===== src/common/ssac_pkg.sv =====
// constants, table defaults and the serial word layout of the step angle control
// assumes a 10 MHz core clock and a host that frames each word with the strobe
// What this block does
// - step angle number held within 0 to 63
// - angle changes wrap modulo 64
// - step change taken from word bits 0 to 5
// - step change is signed, added to angle
// - one unit equals one sixteenth microstep
// - angle moves only on strobe rising edge
// - step timing set by strobe, not serial clock
// - all motion controlled over serial interface
// - phase table reloadable, loaded profile is used
// - sinusoidal default profile works without loading
// - each phase current is a 6-bit code

package ssac_pkg;

    ////////////////////////////////////////////////////////////////////////////
    // serial word
    localparam int WORD_BITS = 16;
    localparam int CNT_W = 5;
    localparam logic [CNT_W-1:0] WORD_CNT = 5'h10;
    localparam int ADDR_HI = 15;
    localparam int ADDR_LO = 14;
    localparam int CHANGE_HI = 5;
    localparam int CHANGE_LO = 0;
    localparam logic [1:0] REG_RUN = 2'h2;
    localparam logic [1:0] REG_TBL = 2'h3;

    ////////////////////////////////////////////////////////////////////////////
    // angle and phase current
    localparam int ANGLE_W = 6;
    localparam logic [ANGLE_W-1:0] ANGLE_RST = 6'h00;
    localparam logic [ANGLE_W-1:0] ANGLE_MAX = 6'h3f;
    localparam int DAC_W = 6;
    localparam logic [DAC_W-1:0] DAC_ZERO = 6'h00;
    localparam int POS_W = 4;
    localparam int IDX_W = 5;
    localparam logic [IDX_W-1:0] QUAD_SPAN = 5'h10;
    localparam int TBL_DEPTH = 16;
    localparam logic [POS_W-1:0] TBL_FIRST = 4'h0;
    localparam logic [POS_W-1:0] TBL_LAST = 4'hf;
    localparam int SYNC_W = 3;

    // quarter sine in 64ths of full scale, entries 1..16; entry 0 is always zero
    localparam logic [DAC_W-1:0] DEF_TBL [TBL_DEPTH] = '{
        6'h06, 6'h0c, 6'h13, 6'h18, 6'h1e, 6'h24, 6'h29, 6'h2d,
        6'h31, 6'h35, 6'h38, 6'h3b, 6'h3d, 6'h3f, 6'h3f, 6'h3f
    };

    typedef enum logic [1:0] {
        SSAC_IDLE  = 2'b01,
        SSAC_SHIFT = 2'b10
    } ssac_ser_e;

endpackage


===== src/core/ssac_step_ctrl.sv =====
// serial run-command receiver that steps the electrical angle and drives phase codes
// assumes pins are asynchronous to CLOCK and the serial clock is far slower than CLOCK
`timescale 1ns/1ps
`default_nettype none

module ssac_step_ctrl
    import ssac_pkg::*;
(
    // clock and reset
    input wire logic CLOCK,
    input wire logic SRST,
    // four-wire serial interface
    input wire logic SCK,
    input wire logic SDI,
    input wire logic STROBE_ACTIVE_LOW,
    output logic SDO,
    output logic SDO_OE,
    // motion state
    output logic [ANGLE_W-1:0] STEP_ANGLE,
    output logic STEP_PULSE,
    // phase current codes
    output logic [DAC_W-1:0] PHASE_A_DAC,
    output logic PHASE_A_NEG,
    output logic [DAC_W-1:0] PHASE_B_DAC,
    output logic PHASE_B_NEG
);

    ////////////////////////////////////////////////////////////////////////////
    // pin synchronisation and edge detection

    logic [SYNC_W-1:0] pins_s;
    logic sck_s;
    logic sdi_s;
    logic strobe_n_s;
    logic sck_d_r;
    logic strobe_n_d_r;
    logic sck_rise;
    logic sck_fall;
    logic strobe_rise;
    logic strobe_fall;

    ssac_sync #(
        .W(SYNC_W)
    ) u_sync (
        .clk(CLOCK),
        .srst(SRST),
        .din({SCK, SDI, STROBE_ACTIVE_LOW}),
        .dout(pins_s)
    );

    assign sck_s = pins_s[2];
    assign sdi_s = pins_s[1];
    assign strobe_n_s = pins_s[0];

    always_ff @(posedge CLOCK) begin
        if (SRST) begin
            // matches the synchroniser's reset level, so no false edge follows reset
            sck_d_r <= 1'b1;
            strobe_n_d_r <= 1'b1;
        end else begin
            sck_d_r <= sck_s;
            strobe_n_d_r <= strobe_n_s;
        end
    end

    assign sck_rise = sck_s & ~sck_d_r;
    assign sck_fall = ~sck_s & sck_d_r;
    assign strobe_rise = strobe_n_s & ~strobe_n_d_r;
    assign strobe_fall = ~strobe_n_s & strobe_n_d_r;

    ////////////////////////////////////////////////////////////////////////////
    // serial framing

    ssac_ser_e state_r;
    ssac_ser_e state_nxt;
    logic [WORD_BITS-1:0] shift_r;
    logic [WORD_BITS-1:0] shift_nxt;
    logic [CNT_W-1:0] cnt_r;
    logic [CNT_W-1:0] cnt_nxt;
    logic [WORD_BITS-1:0] sdo_sh_r;
    logic [WORD_BITS-1:0] sdo_sh_nxt;
    logic commit;
    logic commit_run;
    logic tbl_we;
    logic [1:0] addr;
    logic [ANGLE_W-1:0] change;
    logic [POS_W-1:0] tbl_idx_r;
    logic [POS_W-1:0] tbl_idx_nxt;
    logic [ANGLE_W-1:0] angle_r;

    // short or long frames are dropped: a half-shifted word must never step the motor
    assign commit = (state_r == SSAC_SHIFT) && strobe_rise && (cnt_r == WORD_CNT);
    assign addr = shift_r[ADDR_HI:ADDR_LO];
    assign change = shift_r[CHANGE_HI:CHANGE_LO];
    assign commit_run = commit && (addr == REG_RUN);
    assign tbl_we = commit && (addr == REG_TBL);

    always_comb begin
        state_nxt = state_r;
        shift_nxt = shift_r;
        cnt_nxt = cnt_r;
        sdo_sh_nxt = sdo_sh_r;
        unique case (state_r)
            SSAC_IDLE: begin
                if (strobe_fall) begin
                    state_nxt = SSAC_SHIFT;
                    cnt_nxt = '0;
                    sdo_sh_nxt = {angle_r, tbl_idx_r, {(WORD_BITS-ANGLE_W-POS_W){1'b0}}};
                end
            end
            SSAC_SHIFT: begin
                if (strobe_rise) begin
                    state_nxt = SSAC_IDLE;
                end else begin
                    // serial clock only moves bits; it never times a step
                    if (sck_rise) begin
                        shift_nxt = {shift_r[WORD_BITS-2:0], sdi_s};
                        if (cnt_r != ~'0) begin
                            cnt_nxt = cnt_r + 5'h01;
                        end
                    end
                    if (sck_fall) begin
                        sdo_sh_nxt = {sdo_sh_r[WORD_BITS-2:0], 1'b0};
                    end
                end
            end
        endcase
    end

    always_ff @(posedge CLOCK) begin
        if (SRST) begin
            state_r <= SSAC_IDLE;
            shift_r <= '0;
            cnt_r <= '0;
            sdo_sh_r <= '0;
        end else begin
            state_r <= state_nxt;
            shift_r <= shift_nxt;
            cnt_r <= cnt_nxt;
            sdo_sh_r <= sdo_sh_nxt;
        end
    end

    assign SDO = sdo_sh_r[WORD_BITS-1];
    assign SDO_OE = (state_r == SSAC_SHIFT);

    ////////////////////////////////////////////////////////////////////////////
    // step angle and table load pointer

    logic [ANGLE_W-1:0] angle_nxt;
    logic step_pulse_r;
    logic step_pulse_nxt;

    always_comb begin
        angle_nxt = angle_r;
        step_pulse_nxt = 1'b0;
        tbl_idx_nxt = tbl_idx_r;
        if (commit_run) begin
            // 6-bit sum wraps by itself; a negative change walks backwards
            angle_nxt = angle_r + change;
            step_pulse_nxt = 1'b1;
        end
        if (tbl_we) begin
            tbl_idx_nxt = tbl_idx_r + 4'h1;
        end
    end

    always_ff @(posedge CLOCK) begin
        if (SRST) begin
            angle_r <= ANGLE_RST;
            step_pulse_r <= 1'b0;
            tbl_idx_r <= TBL_FIRST;
        end else begin
            angle_r <= angle_nxt;
            step_pulse_r <= step_pulse_nxt;
            tbl_idx_r <= tbl_idx_nxt;
        end
    end

    assign STEP_ANGLE = angle_r;
    assign STEP_PULSE = step_pulse_r;

    ////////////////////////////////////////////////////////////////////////////
    // quadrant folding and phase codes

    logic [POS_W-1:0] pos;
    logic [1:0] quad;
    logic [IDX_W-1:0] mirror;
    logic [IDX_W-1:0] idx_a;
    logic [IDX_W-1:0] idx_b;
    logic [DAC_W-1:0] mag_a;
    logic [DAC_W-1:0] mag_b;
    logic [DAC_W-1:0] dac_a_r;
    logic [DAC_W-1:0] dac_a_nxt;
    logic [DAC_W-1:0] dac_b_r;
    logic [DAC_W-1:0] dac_b_nxt;
    logic dac_a_neg_r;
    logic dac_a_neg_nxt;
    logic dac_b_neg_r;
    logic dac_b_neg_nxt;

    assign pos = angle_r[POS_W-1:0];
    assign quad = angle_r[ANGLE_W-1:POS_W];
    assign mirror = QUAD_SPAN - {1'b0, pos};
    // phase a follows sine, phase b cosine; phase a reads the table mirrored in odd quadrants, phase b in even ones
    assign idx_a = quad[0] ? mirror : {1'b0, pos};
    assign idx_b = quad[0] ? {1'b0, pos} : mirror;

    ssac_phase_table u_table (
        .clk(CLOCK),
        .srst(SRST),
        .we(tbl_we),
        .widx(tbl_idx_r),
        .wdata(change),
        .idx_a(idx_a),
        .idx_b(idx_b),
        .mag_a(mag_a),
        .mag_b(mag_b)
    );

    always_comb begin
        dac_a_nxt = mag_a;
        dac_b_nxt = mag_b;
        dac_a_neg_nxt = quad[1];
        dac_b_neg_nxt = quad[1] ^ quad[0];
    end

    always_ff @(posedge CLOCK) begin
        if (SRST) begin
            dac_a_r <= DAC_ZERO;
            dac_b_r <= DAC_ZERO;
            dac_a_neg_r <= 1'b0;
            dac_b_neg_r <= 1'b0;
        end else begin
            dac_a_r <= dac_a_nxt;
            dac_b_r <= dac_b_nxt;
            dac_a_neg_r <= dac_a_neg_nxt;
            dac_b_neg_r <= dac_b_neg_nxt;
        end
    end

    assign PHASE_A_DAC = dac_a_r;
    assign PHASE_B_DAC = dac_b_r;
    assign PHASE_A_NEG = dac_a_neg_r;
    assign PHASE_B_NEG = dac_b_neg_r;

    ////////////////////////////////////////////////////////////////////////////
    // checks

    logic tbl_dirty_r;
    logic [DAC_W-1:0] tbl_wdata;

    assign tbl_wdata = change;

    always_ff @(posedge CLOCK) begin
        if (SRST) begin
            tbl_dirty_r <= 1'b0;
        end else if (tbl_we) begin
            tbl_dirty_r <= 1'b1;
        end
    end
endmodule

`default_nettype wire


===== src/core/ssac_sync.sv =====
// two-flop synchroniser for a group of pin inputs
// assumes the inputs are asynchronous levels; pulses shorter than one clock may vanish
`timescale 1ns/1ps
`default_nettype none

module ssac_sync
    import ssac_pkg::*;
#(
    parameter int W = SYNC_W
) (
    // clock and reset
    input wire logic clk,
    input wire logic srst,
    // pins in, synchronised out
    input wire logic [W-1:0] din,
    output logic [W-1:0] dout
);

    logic [W-1:0] stage1_r;
    logic [W-1:0] stage2_r;

    always_ff @(posedge clk) begin
        if (srst) begin
            stage1_r <= '1;
            stage2_r <= '1;
        end else begin
            stage1_r <= din;
            stage2_r <= stage1_r;
        end
    end

    assign dout = stage2_r;

endmodule

`default_nettype wire


===== src/core/ssac_phase_table.sv =====
// programmable quarter-wave phase current table, two read ports
// assumes the caller folds the angle into an index 0..16 per phase
`timescale 1ns/1ps
`default_nettype none

module ssac_phase_table
    import ssac_pkg::*;
(
    // clock and reset
    input wire logic clk,
    input wire logic srst,
    // write port
    input wire logic we,
    input wire logic [POS_W-1:0] widx,
    input wire logic [DAC_W-1:0] wdata,
    // read ports
    input wire logic [IDX_W-1:0] idx_a,
    input wire logic [IDX_W-1:0] idx_b,
    output logic [DAC_W-1:0] mag_a,
    output logic [DAC_W-1:0] mag_b
);

    logic [DAC_W-1:0] mem_r [TBL_DEPTH];
    logic [DAC_W-1:0] mem_nxt [TBL_DEPTH];

    always_comb begin
        mem_nxt = mem_r;
        if (we) begin
            mem_nxt[widx] = wdata;
        end
    end

    always_ff @(posedge clk) begin
        if (srst) begin
            mem_r <= DEF_TBL;
        end else begin
            mem_r <= mem_nxt;
        end
    end

    // index 0 is the zero-current crossing and is not stored
    function automatic logic [DAC_W-1:0] rd(input logic [IDX_W-1:0] i);
        logic [IDX_W-1:0] j;
        j = i - 5'h01;
        rd = (i == '0) ? DAC_ZERO : mem_r[j[POS_W-1:0]];
    endfunction

    // a process, not an assign: a table write must reach the outputs at an unchanged index
    always_comb begin
        mag_a = rd(idx_a);
        mag_b = rd(idx_b);
    end

endmodule

`default_nettype wire


===== config.mk =====
export PLATFORM = sky130hd
export DESIGN_NAME = ssac_step_ctrl
export DESIGN_NICKNAME = d
export VERILOG_FILES = /design/src/common/ssac_pkg.sv /design/src/core/ssac_step_ctrl.sv /design/src/core/ssac_sync.sv /design/src/core/ssac_phase_table.sv
export SDC_FILE = /design/constraint.sdc
export NUM_CORES = 1
export LEC_CHECK = 0
export BUFFER_PORTS_ARGS = -buffer_cell sky130_fd_sc_hd__buf_2
export CORE_MARGIN = 8
export CORE_UTILIZATION = 29
export CTS_BUF_LIST = sky130_fd_sc_hd__clkbuf_2 sky130_fd_sc_hd__clkbuf_4 sky130_fd_sc_hd__clkbuf_8
export DETAILED_ROUTE_END_ITERATION = 12
export GPL_TIMING_DRIVEN = 0
export REMOVE_ABC_BUFFERS = 1
export SLEW_MARGIN = 20
export SYNTH_ARGS = -nofsm -noshare
export SYNTH_HDL_FRONTEND = slang
export SYNTH_SLANG_ARGS = --single-unit

===== constraint.sdc =====
create_clock -name CLOCK -period 4.3 [get_ports CLOCK]
set_clock_uncertainty 0.15 [all_clocks]
set_input_delay 0 -clock CLOCK [delete_from_list [all_inputs] [get_ports CLOCK]]
set_output_delay 0 -clock CLOCK [all_outputs]
set_load 0.05 [all_outputs]

**Word level (Yosys, flattened, before mapping)**

Index checks and enable logic that the tools add are counted.

- Register bits: 168
- Output and inout bits: 23
- Word-level logic and storage cells: 103

- $add $sub $neg: 6
- $lt $le $gt $ge: 4
- Equal/unequal tests: 12
- Mux-type cells: 24
- Bitwise gates (word level): 13
- Reduce and logical (&&, ||, !) cells: 13

Operators by type and width:

| operator | count |
|---|---|
| $bwmux W96 | 1 |
| $bmux W6 S4 | 2 |
| $mux W16 | 3 |
| $pmux W16 S2 | 1 |
| $mux W5 | 6 |
| $mux W6 | 5 |
| $demux W6 S4 | 1 |
| $ge A5 B5 Y1 const B | 3 |
| $not A4 Y5 | 3 |
| $logic_not A5 Y1 | 2 |
| $pmux W5 S2 | 1 |
| $ne A2 B1 Y1 const B | 4 |
| $sub A4 B1 Y4 const B | 2 |
| $add A6 B6 Y6 | 1 |
| $eq A2 B2 Y1 const B | 3 |
| $reduce_and A3 Y1 | 2 |
| $add A5 B1 Y5 const B | 1 |
| $eq A5 B5 Y1 const B | 1 |
| $logic_and A1 B1 Y1 | 5 |
| $lt A5 B1 Y1 const B | 1 |
| $ne A5 B5 Y1 const B | 1 |
| $not A1 Y1 | 5 |
| $sub A5 B4 Y5 const A | 1 |
| $add A4 B1 Y4 const B | 1 |
| 10 further kinds | 16 |

**Logic depth before layout (Yosys ltp)**

- Word-level depth: 7
- Mapped depth: 15
- Mapped depth without buffers: 10

**Modules after synthesis**

From an unflattened synthesis, not the netlist that was laid out.

- Cell total of the unflattened synthesis: 834
- Area total of the unflattened synthesis: 8157.8 um^2

Modules (own cells, without submodules):

| module | times used | cells each | area an instance (um^2) |
|---|---|---|---|
| ssac_phase_table | 1 | 537 | 5385.2 |
| ssac_step_ctrl | 1 | 285 | 2615.0 |
| ssac_sync | 1 | 12 | 157.7 |

**Worst setup path after synthesis**

OpenSTA, ideal clock, no wires.

- Path kind: reg2reg
- Start: register angle_r[0], in the netlist STEP_ANGLE[0]
- End: register dac_b_r[1], in the netlist PHASE_B_DAC[1]
- Library setup time: 115 ps
- Arrival: 4027 ps
- Required time: 4035 ps
- Path slack: 8 ps
- Cell stages (with the launch flop): 14
- Buffers on the path: 6
- Period minus slack after synthesis: 4292 ps
- Path through: dfxtp_1 buf_4 buf_6 buf_2 inv_1 ha_1 mux2i_1 ha_1 buf_6 dlymetal6s2s_1 buf_2 mux4_4 mux4_1 and2_1

- Cells in the longest elaborated chain, start to end: 7
- Elaborated cells on any way between the ends: 9

RTL lines:

| item | RTL line | source |
|---|---|---|
| from (decl) | ssac_step_ctrl.sv:89 | `logic [ANGLE_W-1:0] angle_r;` |
| from (signal assigned) | ssac_step_ctrl.sv:174 | `angle_r <= angle_nxt;` |
| $sub A5 B4 Y5 | ssac_step_ctrl.sv:204 | `assign mirror = QUAD_SPAN - {1'b0, pos};` |
| $mux W5 (*) | ssac_step_ctrl.sv:207 | `assign idx_b = quad[0] ? {1'b0, pos} : mirror;` |
| $sub A4 B1 Y4 | ssac_phase_table.sv:44 | `j = i - 5'h01;` |
| $not A4 Y5 (not written as such) | ssac_phase_table.sv:45 | `rd = (i == '0) ? DAC_ZERO : mem_r[j[POS_W-1:0]];` |
| $bmux W6 S4 | ssac_phase_table.sv:45 |  |
| $mux W6 (not written as such) (2 in series) | ssac_phase_table.sv:45 |  |
| to (signal assigned) | ssac_step_ctrl.sv:236 | `dac_b_r <= dac_b_nxt;` |
| to (decl) | ssac_step_ctrl.sv:195 | `logic [DAC_W-1:0] dac_b_r;` |

Mark *: on every way between the ends. The rest lies on a longest branch, timed or not. The select of a mux whose other input is x is not followed.
A chain may end at the register's enable or synchronous reset.

**Worst setup path after layout**

- Start: register angle_r[0], in the netlist STEP_ANGLE[0]
- End: register dac_a_r[0], in the netlist PHASE_A_DAC[0]

- Cells in the longest elaborated chain, start to end: 7
- Elaborated cells on any way between the ends: 9

RTL lines:

| item | RTL line | source |
|---|---|---|
| $sub A5 B4 Y5 | ssac_step_ctrl.sv:204 |  |
| $mux W5 (*) | ssac_step_ctrl.sv:206 | `assign idx_a = quad[0] ? mirror : {1'b0, pos};` |
| $sub A4 B1 Y4 | ssac_phase_table.sv:44 |  |
| $not A4 Y5 (not written as such) | ssac_phase_table.sv:45 |  |
| $bmux W6 S4 | ssac_phase_table.sv:45 |  |
| $mux W6 (not written as such) (2 in series) | ssac_phase_table.sv:45 |  |
| to (signal assigned) | ssac_step_ctrl.sv:235 | `dac_a_r <= dac_a_nxt;` |
| to (decl) | ssac_step_ctrl.sv:193 | `logic [DAC_W-1:0] dac_a_r;` |

Marks and branches as above.

==> flow_summary.yaml <==
clocking:
  clk_pin_slew_ps: 90
  cts_root_buffer: "clkbuf_8"
  clockBufferDepth: 2
  cts_setup_buffers: 0
  cts_tree: "done"
  hold_buffers: 6
  htree_levels: 4
  clock_sinks: 162
  clock_latency_ps: 460
  cts_resized: 0
  numCtsBuffers: 17
setup_path:
  rr_worst_depth: 10
  cp.required_ps: 4480
  reg2reg_slack_ps: 360
  critPathKind: "flop to flop"
  critPathArrivalTime_ps: 4120
  crit_path_start: "STEP_ANGLE[0]$_SDFFE_PP0P_"
  crit_fanout: 24
  r2r_end: "PHASE_A_DAC[0]$_SDFF_PP0_"
  startpoint_type: "flop"
  end_kind: "flop"
  timing.rr.start: "STEP_ANGLE[0]$_SDFFE_PP0P_"
pwr:
  p_int_mw: 2.197
  cellPowerDensity_nw_per_um2: 324.2
  pwr-share-clk: 0.425
  power_frac_seq: 0.535
  p_comb_frac: 0.041
  p_leak_nw: 3.242
  ir_drop_uv: 194.2
  p_sw_frac: 0.2310
  p_switching_mw: 0.6599
synthesis:
  synth_area_sq_um: 7953
  ys.warnings.count: 0
  synth-seq-cells: 162
  seq_area_frac_synth: 0.4078
  ys.flop_type: "dfxtp_1"
  ys_async_sr_fraction: 0
  synthDistinctLibCells: 55
  syn-instance-count: 783
  syn_area_per_cell_sq_um: 10.16
  synth_edf_count: 0
final_layout:
  antennaDiodeCount: 0
  drive_above_1_share: 0.1717
  area_delta_synth_final_pct: 10.82
  nNetsFinal: 803
  layout_common_cells: "161 x dfxtp_1, 115 x nor2_1, 73 x a21oi_1"
  final_common_cell: "dfxtp_1"
  design_area_sq_um: 8813
detailed_routing:
  drt_iter0_drc: 317
  met2WireLength_microns: 8736
  post_drt_wl_per_cell_microns: 15.76
  routed.top_layer: "met4"
  vias: 5668
  routed_wl_microns: 17850
  drc_errors: 0
  wl_met3_microns: 413
  via_per_inst: 5.003
  drtAntennaViolNets: 0
  wl_met1_microns: 8224
  dr.pass1.iters: 4
placement:
  place_area_sq_um: 8324
  io_buffer_count: 27
  hpwl_microns: 12200
  post-place-ws_ps: 321.0
  routabilityCongestion: 0.7714
floorplanning:
  ios: 28
  die_h_microns: 181.6
  fp-row-count: 60
  start_util: 0.2951
  die_area_sq_um: 32980
  chipWidth_microns: 181.6
  core_area_sq_um: 26950
sta:
  rsz0062_at_grt: "false"
  post-route-min-period_ps: 3938
  hold_violations: 0
  setup_slack_ps: 361.8
  max_slew_margin: 0.2964
  drv_slew: 0
  tightest_slew_ps: 1046
  setup_viol: 0
  layout_worst_path_cycle_share: 0.9159
  max_freq_ghz: 0.2539
global_route:
  grt_pass1_vias: 5392
  grt_max_degree: 109
  antenna_found_initial: 0
  overflow: 0
  grt_usage: 0.1106
  grt_pass1_wl_microns: 29170
hold_path:
  hold_class: "input pin to flop"
  hold_depth: 3
  worstHoldStart: "SDI"
  whs_endpoint: "u_sync.stage1_r[1]$_SDFF_PP1_"
outcome:
  status: "finished clean"
job:
  maxCapViolCount: 0
-- layout make-up --
type	count	area [sq um]
sequential	162	3247
timing repair buffer	36	265.3
fill	2714	18140
clock inverter	8	125.1
clock buffer	23	304.0
tap	341	426.7
inverter	15	56.30
multi-input combinational	548	4389
-- per-stage QoR --
stage / power, mW / instances / hold WS [ps] / util / setup TNS, ps
finish: 2.857 / 1133 / 114.4 / 0.3270 / 0
global route: 2.967 / 1133 / 103.7 / 0.3270 / 0
detailed placement: 1.677 / 1096 / 39.86 / 0.3089 / 0
floorplan: 1.624 / 725 / -80.93 / - / -18740
CTS: 2.892 / 1133 / 90.99 / 0.3270 / 0
global placement: 1.670 / 1093 / 38.55 / 0.3051 / -31380
-- worst max-delay path by stage --
stage / endpoint / slack, ps / cells past startpoint
3_5_place_dp: PHASE_A_DAC[3]$_SDFF_PP0_ / 320 / 10
2_1_floorplan: PHASE_B_DAC[0]$_SDFF_PP0_ / -1590 / 7
6_report: PHASE_A_DAC[0]$_SDFF_PP0_ / 360 / 10
3_3_place_gp: PHASE_A_DAC[3]$_SDFF_PP0_ / -2680 / 10
4_1_cts: PHASE_A_DAC[4]$_SDFF_PP0_ / 310 / 10
5_1_grt: PHASE_A_DAC[4]$_SDFF_PP0_ / 100 / 10
-- critical path: stages, from the launching register on --
cell	delay, ps
dfxtp_4	560
inv_1	220
ha_1	340
nand2_1	50
o21ai_0	180
inv_1	130
ha_2	840
mux4_2	640
nor2b_1	150
a2111oi_0	410
a211oi_1	120
-- cell families after synthesis --
kind of cell / after synthesis / share of synthesized area
simple gates: 281 / 0.1677
buf+inv: 73 / 0.04389
xor+xnor: 12 / 0.01589
mux: 120 / 0.2464
fa+ha+maj: 18 / 0.02926
flops: 162 / 0.4078
compound gates: 117 / 0.08905
-- flip-flops by register name (all words and copies together), names as in the netlist --
signal / cells
PHASE_A_DAC: 6
PHASE_A_NEG: 1
PHASE_B_DAC: 6
PHASE_B_NEG: 1
STEP_ANGLE: 6
STEP_PULSE: 1
cnt_r: 5
sck_d_r: 1
sdo_sh_r: 10
shift_r: 16
state_r: 2
strobe_n_d_r: 1
tbl_idx_r: 4
u_sync.dout: 3
u_sync.stage1_r: 3
u_table.mem_r: 96
-- per-layer routing --
| layer | track usage | vias up |
|---|---|---|
| li1 | - | 2827 |
| met1 | 0.1359 | 2753 |
| met2 | 0.1842 | 62 |
| met3 | 0.02236 | 26 |
| met4 | 0.05018 | 0 |
| met5 | 0 | - |
-- synth_stat cells (6+ instances only) --
cell type / n / area share
xnor2_1: 6 / 0.0066
mux4_1: 6 / 0.020
mux4_2: 24 / 0.068
buf_6: 7 / 0.0099
nand3_1: 8 / 0.0050
nor2_1: 115 / 0.054
mux2i_1: 66 / 0.083
a311oi_1: 6 / 0.0066
and2_1: 8 / 0.0063
nor3_1: 44 / 0.028
dfxtp_1: 162 / 0.41
nand2_1: 52 / 0.025
clkbuf_1: 40 / 0.019
mux4_4: 24 / 0.076
inv_1: 14 / 0.0066
nor2b_1: 10 / 0.0079
a2111oi_0: 6 / 0.0066
or2_2: 10 / 0.0079
nand4_1: 7 / 0.0055
a211oi_1: 12 / 0.011
ha_1: 17 / 0.027
a21oi_1: 73 / 0.046
-- power groups by stage --
stage | clock [mW] | sequential, mW | combinational [mW]
2_1_floorplan | 0 | 1.58 | 0.0477
5_1_grt | 1.31 | 1.53 | 0.130
6_report | 1.21 | 1.53 | 0.116
4_1_cts | 1.25 | 1.53 | 0.118
3_5_place_dp | 0 | 1.56 | 0.114
3_3_place_gp | 0 | 1.56 | 0.107
Power figures use the tool's default switching activity.
